--- config.mk ---
export PLATFORM = sky130hd
export DESIGN_NAME = pcg_port
export DESIGN_NICKNAME = d
export VERILOG_FILES = /design/src/pcg_pkg.sv /design/src/pcg_port.sv /design/src/pcg_sync.sv
export VERILOG_INCLUDE_DIRS = /design/src
export SDC_FILE = /design/constraint.sdc
export NUM_CORES = 1
export LEC_CHECK = 0
export ABC_AREA = 0
export BUFFER_PORTS_ARGS = -buffer_cell sky130_fd_sc_hd__buf_2
export CAP_MARGIN = 30
export CORE_ASPECT_RATIO = 0.5
export CORE_UTILIZATION = 51
export DETAILED_ROUTE_END_ITERATION = 7
export PLACE_DENSITY_LB_ADDON = 0.05
export SYNTH_ARGS = -nofsm -noshare
export SYNTH_HDL_FRONTEND = slang
export SYNTH_SLANG_ARGS = --single-unit
export TNS_END_PERCENT = 50
--- constraint.sdc ---
create_clock -name clk -period 6.8 [get_ports clk]
set_input_delay 1.02 -clock clk [delete_from_list [all_inputs] [get_ports clk]]
set_output_delay 1.02 -clock clk [all_outputs]
set_load 0.05 [all_outputs]
--- src/pcg_map.svh ---
`ifndef PCG_MAP_SVH
`define PCG_MAP_SVH
// Register reset values
`define PCG_DIR_RST      8'hff
`define PCG_LAT_RST      8'h00
`define PCG_ANSEL_RST    8'hfc
`define PCG_ANSEL_MASK   8'hfc
`define PCG_FUSE_RST     8'hff
// Fuse byte field positions
`define PCG_FUSE_PWM2B   5
`define PCG_FUSE_TMR3    4
`define PCG_FUSE_CMP3    2
`define PCG_FUSE_CMP2    0
// Pin positions of remappable and oscillator functions
`define PCG_PIN_TMR3     0
`define PCG_PIN_CMP2     1
`define PCG_PIN_CMP1     2
`define PCG_PIN_SCLK     3
`define PCG_PIN_SDAT     4
`define PCG_PIN_SDO      5
`define PCG_PIN_CMP3     6
`define PCG_PIN_RXDT     7
`define PCG_SOSC_MASK    8'h03
`endif

--- src/pcg_pkg.sv ---
package pcg_pkg;
  // One digital output function: enable and level
  typedef struct packed {
    logic en;
    logic val;
  } pcg_drv_t;

  // Function that owns the pin direction while enabled
  typedef struct packed {
    logic own;
    logic oe;
    logic val;
  } pcg_ovr_t;

  // Output requests of the internal peripherals
  typedef struct packed {
    pcg_drv_t pwmTwoChannelB;
    pcg_drv_t pwmTwoChannelA;
    pcg_drv_t captureCompareTwoPin;
    pcg_drv_t chargeTimePulseOut;
    pcg_drv_t pwmOneChannelA;
    pcg_drv_t captureCompareOnePin;
    pcg_drv_t captureCompareThreePin;
    pcg_ovr_t syncSerialClock;
    pcg_ovr_t syncSerialData;
    pcg_ovr_t syncSerialDataOut;
    pcg_ovr_t serialTransceiverTx;
    pcg_ovr_t serialTransceiverDt;
    logic     secondaryOscEn;
  } pcg_periph_out_t;

  // Pin levels delivered to the internal peripherals
  typedef struct packed {
    logic timerThreeClockIn;
    logic timerThreeGateIn;
    logic timerOneClockIn;
    logic timerFiveClockIn;
    logic captureOneIn;
    logic captureTwoIn;
    logic captureThreeIn;
    logic serialOneSpiClockIn;
    logic serialOneSpiDataIn;
    logic serialOneI2cClockIn;
    logic serialOneI2cDataIn;
    logic transceiverRxIn;
    logic transceiverDtIn;
  } pcg_periph_in_t;

  // Relocated outputs leaving for the other ports
  typedef struct packed {
    pcg_drv_t portBBitThree;
    pcg_drv_t portEBitZero;
    pcg_drv_t pwmTwoBDefault;
    pcg_drv_t ccpThreeDefault;
  } pcg_reloc_t;
endpackage : pcg_pkg

--- src/pcg_port.sv ---
// How it works
// - eight pins, each with direction, latch, readback
// - direction bit 1 turns the driver off
// - direction bit 0 drives the latch out
// - latch reads back latch, not pin levels
// - timer three clock: bit 0, else port B
// - capture/compare two: bit 1, else port B
// - cleared fuses bring PWM2B here, and compare three here unless LARGE_PART (then port E)
// - serial peripherals override the pin direction
// - power-on reset makes analog pins analog inputs
// - direction read returns stored bits despite overrides
// - highest priority output function owns the pin
// - analog inputs get pins only when selected
// - digital outputs still drive pins in analog mode
// - analog mode disables the digital input path
// - latch output unaffected by analog mode
// - bits 1 and 0 have no analog select
// - bit 1: compare out or capture in
// - bit 2: compare out or capture in
// - bit 3: serial clock out or in
// - bit 4 feeds SPI data in as input
// - oscillator takes bits 0, 1 regardless of direction
`timescale 1ns/1ps
`include "pcg_map.svh"
module pcg_port #(
  parameter bit LARGE_PART = 1'b0
) (
  input  wire logic                     clk,
  input  wire logic                     rstn,
  input  wire logic                     ce,
  input  wire logic                     dirWrEn,
  input  wire logic [7:0]               dirWrData,
  input  wire logic                     latWrEn,
  input  wire logic [7:0]               latWrData,
  input  wire logic                     anselWrEn,
  input  wire logic [7:0]               anselWrData,
  input  wire logic [7:0]               fuseConfigByte,
  output logic      [7:0]               portCDir,
  output logic      [7:0]               portCOutLatch,
  output logic      [7:0]               portCAnalogSelect,
  output logic      [7:0]               portCPinValue,
  input  wire logic [7:0]               pinIn,
  output logic      [7:0]               pinOut,
  output logic      [7:0]               pinOe,
  output logic      [7:0]               analogConnect,
  output logic      [1:0]               secondaryOscConnect,
  input  wire logic                     portBBitFiveIn,
  input  wire logic                     portBBitThreeIn,
  input  wire logic                     portEBitZeroIn,
  input  wire pcg_pkg::pcg_periph_out_t periphOut,
  output pcg_pkg::pcg_periph_in_t       periphIn,
  output pcg_pkg::pcg_reloc_t           relocOut
);
  logic       rstMetaReg;
  logic       rstnSafe;
  logic [7:0] dirReg;
  logic [7:0] latReg;
  logic [7:0] anselReg;
  logic [7:0] fuseReg;
  logic       fuseLoadedReg;
  logic [7:0] pinValueReg;
  logic [7:0] pinOutReg;
  logic [7:0] pinOeReg;
  logic [7:0] pinOut_next;
  logic [7:0] pinOe_next;
  logic [10:0] syncedIn;
  logic [7:0] pinSync;
  logic       portB5Sync;
  logic       portB3Sync;
  logic       portE0Sync;
  logic [7:0] ovrOwn;
  logic [7:0] ovrOe;
  logic [7:0] ovrVal;
  logic [7:0] fnEn;
  logic [7:0] fnVal;
  logic [7:0] oscHold;
  logic [7:0] digIn;
  wire        pwm2bHere;
  wire        tmr3Here;
  wire        cmp2Here;
  wire        cmp3Here;
  wire        cmp3OnPortE;

  if (LARGE_PART !== 1'b0 && LARGE_PART !== 1'b1) begin : gBadPart
    $error("pcg_port: LARGE_PART must be 0 or 1");
  end

  // Reset asserts at once and releases after two clean edges
  always_ff @(posedge clk or negedge rstn) begin
    if (!rstn) begin
      rstMetaReg <= 1'b0;
      rstnSafe   <= 1'b0;
    end else begin
      rstMetaReg <= 1'b1;
      rstnSafe   <= rstMetaReg;
    end
  end

  // Pin and foreign-port levels are asynchronous to clk
  pcg_sync #(
    .WIDTH (11)
  ) uSync (
    .clk     (clk),
    .rstn    (rstnSafe),
    .ce      (ce),
    .asyncIn ({portEBitZeroIn, portBBitThreeIn, portBBitFiveIn, pinIn}),
    .syncOut (syncedIn)
  );
  assign pinSync    = syncedIn[7:0];
  assign portB5Sync = syncedIn[8];
  assign portB3Sync = syncedIn[9];
  assign portE0Sync = syncedIn[10];

  // Direction register, all inputs after reset
  always_ff @(posedge clk or negedge rstnSafe) begin
    if (!rstnSafe) begin
      dirReg <= `PCG_DIR_RST;
    end else if (ce && dirWrEn) begin
      dirReg <= dirWrData;
    end
  end

  // Output latch, kept apart from the pin levels
  always_ff @(posedge clk or negedge rstnSafe) begin
    if (!rstnSafe) begin
      latReg <= `PCG_LAT_RST;
    end else if (ce && latWrEn) begin
      latReg <= latWrData;
    end
  end

  // Analog select; the two low bits do not exist
  always_ff @(posedge clk or negedge rstnSafe) begin
    if (!rstnSafe) begin
      anselReg <= `PCG_ANSEL_RST;
    end else if (ce && anselWrEn) begin
      anselReg <= anselWrData & `PCG_ANSEL_MASK;
    end
  end

  // Fuses are caught once after reset release, not under reset,
  // so a strap change later has no effect until the next reset
  always_ff @(posedge clk or negedge rstnSafe) begin
    if (!rstnSafe) begin
      fuseReg       <= `PCG_FUSE_RST;
      fuseLoadedReg <= 1'b0;
    end else if (ce && !fuseLoadedReg) begin
      fuseReg       <= fuseConfigByte;
      fuseLoadedReg <= 1'b1;
    end
  end

  // Readback: stored contents, never the overridden direction
  assign portCDir          = dirReg;
  assign portCOutLatch     = latReg;
  assign portCAnalogSelect = anselReg;
  assign portCPinValue     = pinValueReg;

  // Fuse decode: a cleared fuse selects the alternate pin
  assign pwm2bHere   = ~fuseReg[`PCG_FUSE_PWM2B];
  assign tmr3Here    = fuseReg[`PCG_FUSE_TMR3];
  assign cmp2Here    = fuseReg[`PCG_FUSE_CMP2];
  assign cmp3OnPortE = ~fuseReg[`PCG_FUSE_CMP3] & LARGE_PART;
  assign cmp3Here    = ~fuseReg[`PCG_FUSE_CMP3] & ~LARGE_PART;

  // Oscillator pins ignore the direction bits entirely
  assign oscHold = periphOut.secondaryOscEn ? `PCG_SOSC_MASK : 8'h00;
  assign secondaryOscConnect = {2{periphOut.secondaryOscEn}};

  // Serial peripherals that take over the direction bit
  assign ovrOwn = {periphOut.serialTransceiverDt.own,
                   periphOut.serialTransceiverTx.own,
                   periphOut.syncSerialDataOut.own,
                   periphOut.syncSerialData.own,
                   periphOut.syncSerialClock.own,
                   3'h0};
  assign ovrOe  = {periphOut.serialTransceiverDt.oe,
                   periphOut.serialTransceiverTx.oe,
                   periphOut.syncSerialDataOut.oe,
                   periphOut.syncSerialData.oe,
                   periphOut.syncSerialClock.oe,
                   3'h0};
  assign ovrVal = {periphOut.serialTransceiverDt.val,
                   periphOut.serialTransceiverTx.val,
                   periphOut.syncSerialDataOut.val,
                   periphOut.syncSerialData.val,
                   periphOut.syncSerialClock.val,
                   3'h0};

  // Direction-gated functions, already resolved by pin priority
  assign fnEn[0] = pwm2bHere & periphOut.pwmTwoChannelB.en;
  assign fnVal[0] = periphOut.pwmTwoChannelB.val;
  // Bit 1: PWM channel A ahead of compare two
  assign fnEn[1] = periphOut.pwmTwoChannelA.en
                 | (cmp2Here & periphOut.captureCompareTwoPin.en);
  assign fnVal[1] = periphOut.pwmTwoChannelA.en ? periphOut.pwmTwoChannelA.val
                  : periphOut.captureCompareTwoPin.val;
  // Bit 2: pulse generator, then PWM channel A, then compare one
  assign fnEn[2] = periphOut.chargeTimePulseOut.en
                 | periphOut.pwmOneChannelA.en
                 | periphOut.captureCompareOnePin.en;
  assign fnVal[2] = periphOut.chargeTimePulseOut.en ? periphOut.chargeTimePulseOut.val
                  : periphOut.pwmOneChannelA.en ? periphOut.pwmOneChannelA.val
                  : periphOut.captureCompareOnePin.val;
  assign fnEn[5:3]  = 3'h0;
  assign fnVal[5:3] = 3'h0;
  // Bit 6: compare three only when relocated here
  assign fnEn[6] = cmp3Here & periphOut.captureCompareThreePin.en;
  assign fnVal[6] = periphOut.captureCompareThreePin.val;
  assign fnEn[7]  = 1'b0;
  assign fnVal[7] = 1'b0;

  // Per-pin driver and input path
  for (genvar i = 0; i < 8; i++) begin : gPin
    wire driveOut;
    // Override beats the direction bit; the oscillator beats both
    assign driveOut = ~oscHold[i] & (ovrOwn[i] ? ovrOe[i] : ~dirReg[i]);
    assign pinOe_next[i] = driveOut;
    // Analog select plays no part here, so digital outputs
    // keep the pin in analog mode with the usual priority
    assign pinOut_next[i] = ~driveOut ? 1'b0
                          : ovrOwn[i] ? ovrVal[i]
                          : fnEn[i]   ? fnVal[i]
                          : latReg[i];
    // Digital input buffer is cut in analog mode and reads 0
    assign digIn[i] = pinSync[i] & ~anselReg[i] & ~oscHold[i];
  end

  // Analog functions reach a pin only when it is selected
  assign analogConnect = anselReg;

  // Pin drivers and readback come from flops to keep them glitch-free
  always_ff @(posedge clk or negedge rstnSafe) begin
    if (!rstnSafe) begin
      pinOutReg   <= 8'h00;
      pinOeReg    <= 8'h00;
      pinValueReg <= 8'h00;
    end else if (ce) begin
      pinOutReg   <= pinOut_next;
      pinOeReg    <= pinOe_next;
      pinValueReg <= digIn;
    end
  end
  assign pinOut = pinOutReg;
  assign pinOe  = pinOeReg;

  // Inputs handed to the peripherals; capture paths need input direction
  always_ff @(posedge clk or negedge rstnSafe) begin
    if (!rstnSafe) begin
      periphIn <= '0;
    end else if (ce) begin
      periphIn.timerThreeClockIn   <= tmr3Here ? digIn[`PCG_PIN_TMR3] : portB5Sync;
      periphIn.timerThreeGateIn    <= digIn[`PCG_PIN_TMR3];
      periphIn.timerOneClockIn     <= digIn[`PCG_PIN_TMR3];
      periphIn.timerFiveClockIn    <= digIn[`PCG_PIN_CMP1];
      periphIn.captureOneIn        <= digIn[`PCG_PIN_CMP1] & dirReg[`PCG_PIN_CMP1];
      periphIn.captureTwoIn        <= cmp2Here ? digIn[`PCG_PIN_CMP2] & dirReg[`PCG_PIN_CMP2]
                                    : portB3Sync;
      periphIn.captureThreeIn      <= cmp3OnPortE ? portE0Sync
                                    : digIn[`PCG_PIN_CMP3] & dirReg[`PCG_PIN_CMP3];
      periphIn.serialOneSpiClockIn <= digIn[`PCG_PIN_SCLK] & ~pinOe_next[`PCG_PIN_SCLK];
      periphIn.serialOneI2cClockIn <= digIn[`PCG_PIN_SCLK];
      periphIn.serialOneSpiDataIn  <= digIn[`PCG_PIN_SDAT] & dirReg[`PCG_PIN_SDAT];
      periphIn.serialOneI2cDataIn  <= digIn[`PCG_PIN_SDAT];
      periphIn.transceiverRxIn     <= digIn[`PCG_PIN_RXDT];
      periphIn.transceiverDtIn     <= digIn[`PCG_PIN_RXDT];
    end
  end

  // Relocated outputs for the neighbouring ports
  always_ff @(posedge clk or negedge rstnSafe) begin
    if (!rstnSafe) begin
      relocOut <= '0;
    end else if (ce) begin
      relocOut.portBBitThree.en    <= ~cmp2Here & periphOut.captureCompareTwoPin.en;
      relocOut.portBBitThree.val   <= periphOut.captureCompareTwoPin.val;
      relocOut.portEBitZero.en     <= cmp3OnPortE & periphOut.captureCompareThreePin.en;
      relocOut.portEBitZero.val    <= periphOut.captureCompareThreePin.val;
      relocOut.pwmTwoBDefault.en   <= ~pwm2bHere & periphOut.pwmTwoChannelB.en;
      relocOut.pwmTwoBDefault.val  <= periphOut.pwmTwoChannelB.val;
      relocOut.ccpThreeDefault.en  <= fuseReg[`PCG_FUSE_CMP3] & periphOut.captureCompareThreePin.en;
      relocOut.ccpThreeDefault.val <= periphOut.captureCompareThreePin.val;
    end
  end
endmodule : pcg_port

--- src/pcg_sync.sv ---
`timescale 1ns/1ps
// Two-stage synchroniser for asynchronous pin levels
module pcg_sync #(
  parameter int WIDTH = 8
) (
  input  wire logic             clk,
  input  wire logic             rstn,
  input  wire logic             ce,
  input  wire logic [WIDTH-1:0] asyncIn,
  output logic      [WIDTH-1:0] syncOut
);
  logic [WIDTH-1:0] stageOneReg;

  if (WIDTH < 1) begin : gBadWidth
    $error("pcg_sync: WIDTH must be at least 1");
  end

  // First stage feeds only the second stage, never logic
  always_ff @(posedge clk or negedge rstn) begin
    if (!rstn) begin
      stageOneReg <= '0;
      syncOut     <= '0;
    end else if (ce) begin
      stageOneReg <= asyncIn;
      syncOut     <= stageOneReg;
    end
  end
endmodule : pcg_sync

# Yosys cells after proc, flatten, opt, wreduce, memory -nomap -nowiden
# Index checks and enable logic that the tools add are counted.
# word_totals
word_cells	124
regBits	92
out_inout_bits	79
input_bits	79
# classes
muxes	28
n_bitwise	62
n_reduce_logical	5
# ops
cell	count
$and A1 B1 Y1	33
$mux W1	27
$not A1 Y1	20
$not A1 Y1 const A	6
$logic_and A1 B1 Y1	4
$or A1 B1 Y1	3
$mux W2	1
$logic_not A1 Y1	1

# Longest topological paths before layout
# Gate-level depths: netlist of run 1.
# logic_depth
ltp_word	5
ltp_mapped	5
depth_no_buf	3

# Hierarchy
# Synthesis of run 1 repeated with hierarchy kept, for this count alone.
# unflattened
hier_cells	279
area_unflattened_um2	3646.0
# modules_own_cells
module	seq_area_each_um2	instances	cells_each	area_per_inst_um2
pcg_port	1649.1	1	233	2825.2
pcg_sync	550.5	1	46	820.8

# Least setup slack after synthesis of run 1
# Ideal clock, no wire load.
# synth_path
path_kind	input-to-output
start	input port periphOut[0] (netlist bit)
end	output port secondaryOscConnect[0]
arrival_time_ns	1.190
path_buffers	1
cell_stages	1
path_slack_ns	4.590
path_cell_list	buf_4
# synth_rtl
item	line_no	source
start, declared	pcg_port.sv:50	input wire pcg_pkg::pcg_periph_out_t periphOut,
end, declared	pcg_port.sv:46	output logic [1:0] secondaryOscConnect,
# No word-level cell between the ends.

# Worst setup path after layout of run 1
# layout_path
start	input port periphOut[0] (netlist bit)
end	output port secondaryOscConnect[0]
# No word-level cell between the ends.

==> results.sh, run 1 <==
export IMPL_post_synth_cell_area_avg_um2=12.98
export IMPL_first_iter_violations=77
export IMPL_syn2layout_area_growth_pct=27.35
export IMPL_slew_viol_final=0
export IMPL_wl_per_cell_um=14.71
export IMPL_synth_seq_area_share=0.6024
export IMPL_ant_nets=0
export IMPL_relSlewSlack=0.6473
export IMPL_synth_top_area_cell="dfrtp_1"
export IMPL_cts_buffer_depth=2
export IMPL_dp_hpwl_um=5421
export IMPL_htreeDepth=3
export IMPL_worstSetupPathType="input pin to output pin"
export IMPL_report_power_total_mw=1.510
export IMPL_synth_edf_count=0
export IMPL_synthTopCellsByArea="dfrtp_1 47%, mux2_2 17%, dfstp_2 13%"
export IMPL_outcome="completed"
export IMPL_setup_viol=0
export IMPL_finalWeightedCongestion=0.7789
export IMPL_hold_viol=0
export IMPL_final_cell_mix="145 x buf_2, 66 x dfrtp_1, 55 x mux2_2"
export IMPL_hold_worst_slack_ps=232.6
export IMPL_cts_root_buf="clkbuf_16"
export IMPL_path_cells="buf_2 -> buf_2"
export IMPL_final_cell_area_mm2=0.004544
export IMPL_hold_class="register to asynchronous set/reset pin"
export IMPL_critPathLaunchType="input pin"
export IMPL_cts_hold_buf=0
export IMPL_synth_top_area_share=0.4698
export IMPL_vias=2511
export IMPL_clock_sinks=85
export IMPL_critPathTopFamily="buffers and inverters"
export IMPL_start_util=0.5305
export IMPL_clock_latency_ps=320
export IMPL_fin_nets=486
export IMPL_syn_area_mm2=0.003568
export IMPL_tns_ps=0
export IMPL_netlist_instances=275
export IMPL_r2r_start="fuseReg[0]"
export IMPL_overflow=0
export IMPL_core_area_mm2=0.006726
export IMPL_arrival_ps=1500
export IMPL_worst_slew_pin_slew_ps=529.1
export IMPL_grt_pass1_vias=2291
export IMPL_synth_cell_types=36
export IMPL_drive_gt1_frac=0.5777
export IMPL_dieArea_mm2=0.007356
export IMPL_critPathBufInv=2
export IMPL_async_reset_ff_frac=1.000
export IMPL_track_usage=0.2090
export IMPL_layout_commonest_cell="buf_2"
export IMPL_peakVddDrop_uv=252.4
export IMPL_clock_skew_final_ps=3.269
export IMPL_p_leak_nw=2.210
export IMPL_rsz0062_at_grt="no"
export IMPL_port_buffers=145
export IMPL_die_h_um=61.15
export IMPL_drc_errors=0
export IMPL_cp_slowest_cell="buf_2"
export IMPL_ios=158
export IMPL_num_rows=21
export IMPL_crit_path_frequent_cell="buf_2"
export IMPL_max_cap_viol_count=0
export IMPL_r2r_end="pinOut[1]"
export IMPL_endpoint_kind="output pin"
export IMPL_ff2ff_path_depth=3
export IMPL_via_per_inst=4.982
export IMPL_grt_start_max_net_pins=63
export IMPL_antennaDiodeCount=0
export IMPL_routed_wl_um=7415
export IMPL_rrSetupSlack_ps=5560
export IMPL_final_util=0.6756
export IMPL_crit_path_max_incr_delay_ps=290
export IMPL_cts_resized_gates=0
export IMPL_finalCriticalPeriod_ps=2515
export IMPL_antenna_found_initial=0
export IMPL_cts_tree="yes"
export IMPL_fin_crit_sh=0.3699
export IMPL_synthFlopType="dfrtp_1"
export IMPL_path_max_fanout=6
export IMPL_post_cts_buffers=0
export IMPL_worstPathRequired_ps=5780
export IMPL_grt_pass1_wl_um=11310
export IMPL_numCtsBuffers=9
export IMPL_yosysWarnings=0
export IMPL_clkTransAtPathRegs_ps=50
export IMPL_p_per_area_mw_per_mm2=332.4
export IMPL_postPlaceCellArea_mm2=0.004253
export IMPL_max_freq_ghz=0.3976
export IMPL_synth_seq_cells=85
export IMPL_drtPass1Iterations=4
export IMPL_die_w_um=120.3
routing by layer:
layer / track usage / up-vias / wire, µm
met2: 0.3473 / 88 / 3425
met1: 0.2752 / 1216 / 3459
li1: - / 1195 / -
met3: 0.05926 / 12 / 450
met5: 0 / - / 0
met4: 0.06349 / 0 / 80
power by group:
part           internal, mW  total [mW]  leakage (nW)  switching [mW]
Clock                 0.288       0.462         0.143           0.174
Combinational         0.115       0.420          1.07           0.304
Sequential            0.584       0.629          1.00          0.0450
how the worst max path moves through the flow:
| stage | start | to | slack (ps) | cells after the start |
|---|---|---|---|---|
| after floorplan | rstnSafe | fuseLoadedReg | 4290 | 0 |
| after global placement | ce | analogConnect[4] | 4050 | 4 |
| after detailed placement | ce | analogConnect[5] | 4030 | 4 |
| after CTS | periphOut[0] | secondaryOscConnect[0] | 4280 | 2 |
| after global routing | ce | analogConnect[2] | 4220 | 4 |
| final | periphOut[0] | secondaryOscConnect[0] | 4280 | 2 |
stage by stage:
stage / setup slack (ps) / std cells
after floorplan: 4289 / 279
after global placement: 4046 / 487
after detailed placement: 4033 / 488
after CTS: 4282 / 504
after global routing: 4218 / 504
final: 4285 / 504
registers in the layout, summed over array words and instances (netlist names), 4 cells and up:
signal,cells
uSync.syncOut,10
portCOutLatch,8
analogConnect,6
fuseReg,4
periphIn,7
uSync.stageOneReg,10
pinOut,8
portCDir,8
pinOe,8
relocOut,6
portCPinValue,7
synth_stat cells, types with 2 or more instances:
cell,number
a21oi_1,12
a32oi_1,2
buf_2,6
buf_4,22
conb_1,2
dfrtp_1,67
dfstp_2,18
inv_1,11
mux2_2,55
mux2i_1,2
nand2_1,8
nand2b_1,3
nand3_1,5
nand3b_1,2
nor2_1,15
nor2b_1,8
nor3b_1,2
o21ai_0,12
o2bb2ai_1,5
or3_1,2
cell type report:
cell class | instances | area (µm²)
multi-input combinational | 152 | 1179
inverter | 12 | 45.04
fill | 550 | 2182
timing repair buffer | 147 | 760.7
sequential | 85 | 2153
clock buffer | 16 | 291.5
tap | 92 | 115.1
cell families after synthesis:
kind of cell / share of synthesized area
muxes: 0.1792
buffers and inverters: 0.07153
other: 0.002105
and+or+nand+nor: 0.06837
AOI/OAI and AO/OA: 0.07645
DFF: 0.6024
Note: power is estimated with default switching activity, not from simulation.
==> run 2, diff against run 1 <==
--- a/config.mk
+++ b/config.mk
@@ -6,11 +6,11 @@
 export SDC_FILE = /design/constraint.sdc
 export NUM_CORES = 1
 export LEC_CHECK = 0
-export ABC_AREA = 0
+export ABC_AREA = 1
 export BUFFER_PORTS_ARGS = -buffer_cell sky130_fd_sc_hd__buf_2
 export CAP_MARGIN = 30
 export CORE_ASPECT_RATIO = 0.5
-export CORE_UTILIZATION = 51
+export CORE_UTILIZATION = 47
 export DETAILED_ROUTE_END_ITERATION = 7
 export PLACE_DENSITY_LB_ADDON = 0.05
 export SYNTH_ARGS = -nofsm -noshare
==> constraint.sdc (replaced) <==
create_clock -name clk -period 2.4 [get_ports clk]
set_input_delay 0.36 -clock clk [delete_from_list [all_inputs] [get_ports clk]]
set_output_delay 0.36 -clock clk [all_outputs]
set_load 0.05 [all_outputs]
==> results.sh, run 2 <==
export IMPL_track_usage=0.2092
export IMPL_clock_skew_final_ps=6.745
export IMPL_core_area_mm2=0.007350
export IMPL_synth_top_area_cell="dfrtp_1"
export IMPL_grt_start_max_net_pins=36
export IMPL_dp_hpwl_um=5519
export IMPL_synth_cell_types=21
export IMPL_critPathLaunchType="register"
export IMPL_grt_pass1_wl_um=12540
export IMPL_outcome="finished, violations left"
export IMPL_ant_nets=0
export IMPL_hold_viol=0
export IMPL_endpoint_kind="output pin"
export IMPL_p_leak_nw=2.543
export IMPL_syn_area_mm2=0.003586
export IMPL_antennaDiodeCount=0
export IMPL_drc_errors=11
export IMPL_htreeDepth=3
export IMPL_clock_latency_ps=340
export IMPL_hp_start="pinIn[1]"
export IMPL_synthFlopType="dfrtp_1"
export IMPL_slew_viol_final=0
export IMPL_yosys_top_cells_count="122 x nand2_1, 67 x dfrtp_1, 27 x inv_1, 27 x o21ai_0, 24 x nor2_1"
export IMPL_wl_per_cell_um=12.45
export IMPL_top_regs="uSync.stageOneReg: 10 flops, uSync.syncOut: 10 flops"
export IMPL_synth_seq_cells=85
export IMPL_async_reset_ff_frac=1.000
export IMPL_finalCriticalPeriod_ps=1527
export IMPL_report_power_total_mw=4.190
export IMPL_worstSetupPathType="register to output pin"
export IMPL_met2RoutedLength_um=3427
export IMPL_die_h_um=63.77
export IMPL_clkTransAtPathRegs_ps=60
export IMPL_overflow=0
export IMPL_syn2layout_area_growth_pct=28.23
export IMPL_worstPathRequired_ps=2040
export IMPL_drive_gt1_frac=0.3977
export IMPL_post_synth_cell_area_avg_um2=9.462
export IMPL_synth_edf_count=0
export IMPL_clock_sinks=85
export IMPL_r2r_start="rstnSafe"
export IMPL_hold_class="input pin to register"
export IMPL_final_cell_mix="145 x buf_2, 122 x nand2_1, 66 x dfrtp_1"
export IMPL_worst_slew_pin_slew_ps=506.1
export IMPL_path_cells="buf_2"
export IMPL_tns_ps=0
export IMPL_rsz0062_at_grt="no"
export IMPL_cts_resized_gates=0
export IMPL_yosysWarnings=0
export IMPL_numCtsBuffers=9
export IMPL_ios=158
export IMPL_max_cap_viol_count=0
export IMPL_antenna_found_initial=0
export IMPL_synthTopCellsByArea="dfrtp_1 47%, dfstp_2 13%, nand2_1 13%"
export IMPL_violations="DRC"
export IMPL_port_buffers=145
export IMPL_die_w_um=125.5
export IMPL_drtPass1Iterations=8
export IMPL_dieArea_mm2=0.008004
export IMPL_fill_cells=675
export IMPL_max_freq_ghz=0.6548
export IMPL_routed_wl_um=7642
export IMPL_critPathBufInv=1
export IMPL_drt_met1_wl_um=3608
export IMPL_cts_root_buf="clkbuf_16"
export IMPL_fin_crit_sh=0.6364
export IMPL_vias=2874
export IMPL_start_util=0.4879
export IMPL_fin_nets=592
export IMPL_p_per_area_mw_per_mm2=911.2
export IMPL_cts_buffer_depth=2
export IMPL_cp_slowest_cell="dfstp_2"
export IMPL_grt_pass1_vias=2616
export IMPL_via_per_inst=4.681
export IMPL_layout_commonest_cell="buf_2"
export IMPL_yosysMostFrequentCell="nand2_1"
export IMPL_synth_seq_area_share=0.5994
export IMPL_critPathTopFamily="flip-flops"
export IMPL_finalWeightedCongestion=0.7378
export IMPL_route_top_layer_used="met4"
export IMPL_netlist_instances=379
export IMPL_crit_path_max_incr_delay_ps=560
export IMPL_arrival_ps=1170
export IMPL_num_rows=22
export IMPL_path_max_fanout=4
export IMPL_relSlewSlack=0.6621
export IMPL_setup_viol=0
export IMPL_peakVddDrop_uv=522.8
export IMPL_crit_path_start="portCDir[4]"
export IMPL_first_iter_violations=147
export IMPL_hold_worst_slack_ps=221.1
export IMPL_synth_top_area_share=0.4676
export IMPL_cts_tree="yes"
export IMPL_wl_met3_um=484
-- run 2: changes by cell type in the layout (fill, tap and decap cells not counted), sizes merged, moves of 3 or more --
cell | before | now
a21oi | 12 | 21
buf | 147 | 151
clkbuf | 16 | 9
clkinv | 0 | 3
inv | 12 | 28
mux2 | 55 | 15
nand2 | 8 | 125
nand2b | 3 | 0
nand3 | 5 | 12
nor2 | 15 | 25
nor2b | 8 | 0
o21ai | 12 | 29
o2bb2ai | 5 | 0
-- run 2: final cells by class --
cell class	instances	area (µm²)	share of cell area
clock buffers	9	225.2	0.04898
clock inverters	7	90.09	0.01959
inverters	28	105.1	0.02286
multi-input cells	237	1111	0.2416
flip-flops and latches	85	2153	0.4683
well taps	96	120.1	0.02612
repair buffers	152	793.3	0.1725
-- run 2: metal layers --
| layer | GRT usage | vias up |
|---|---|---|
| met3 | 0.09129 | 12 |
| met4 | 0.06860 | 0 |
| met1 | 0.2736 | 1336 |
| met5 | 0 | - |
| met2 | 0.3125 | 89 |
| li1 | - | 1437 |
-- run 2: final timing paths --
path                       cells after the start  slack, ps                   end
min in group asynchronous                      0        290              pinOe[6]
setup / recovery                               1        870           portCDir[4]
max in group asynchronous                      1       1390      analogConnect[2]
hold / removal                                 3        220  uSync.stageOneReg[1]
setup reg to reg                               1       1390      analogConnect[2]
hold reg to reg                                0        290              pinOe[6]
-- run 2: what timing repair did --
action                                  4_1_cts  5_1_grt
hold endpoints to repair                      2        0
endpoints found under the setup margin        0        0
setup buffers                                 0        0
hold buffers                                  1        0
-- run 2: metrics by stage --
step	setup slack (ps)	std cells	area [µm²]	utilization
final	872.7	614	4598	0.6256
after global routing	816.2	614	4598	0.6256
after CTS	846.3	614	4598	0.6256
after detailed placement	757.6	597	4273	0.5814
after global placement	766.9	597	4273	0.5814
after floorplan	980.0	383	3602	-
-- run 2: kinds of logic after synthesis --
logic type	share of synthesized area
multiplexers	0.04710
buffers and inverters	0.09491
other	0.002094
AO/OA/AOI/OAI	0.07467
AND/OR/NAND/NOR	0.1818
flip-flops	0.5994
-- run 2: report_power, final --
part / internal, mW / leakage [nW] / total (mW) / switching [mW]
Sequential: 1.61 / 1.02 / 1.72 / 0.103
Clock: 0.904 / 0.151 / 1.45 / 0.543
Combinational: 0.248 / 1.37 / 1.03 / 0.779
Total: 2.76 / 2.54 / 4.19 / 1.42
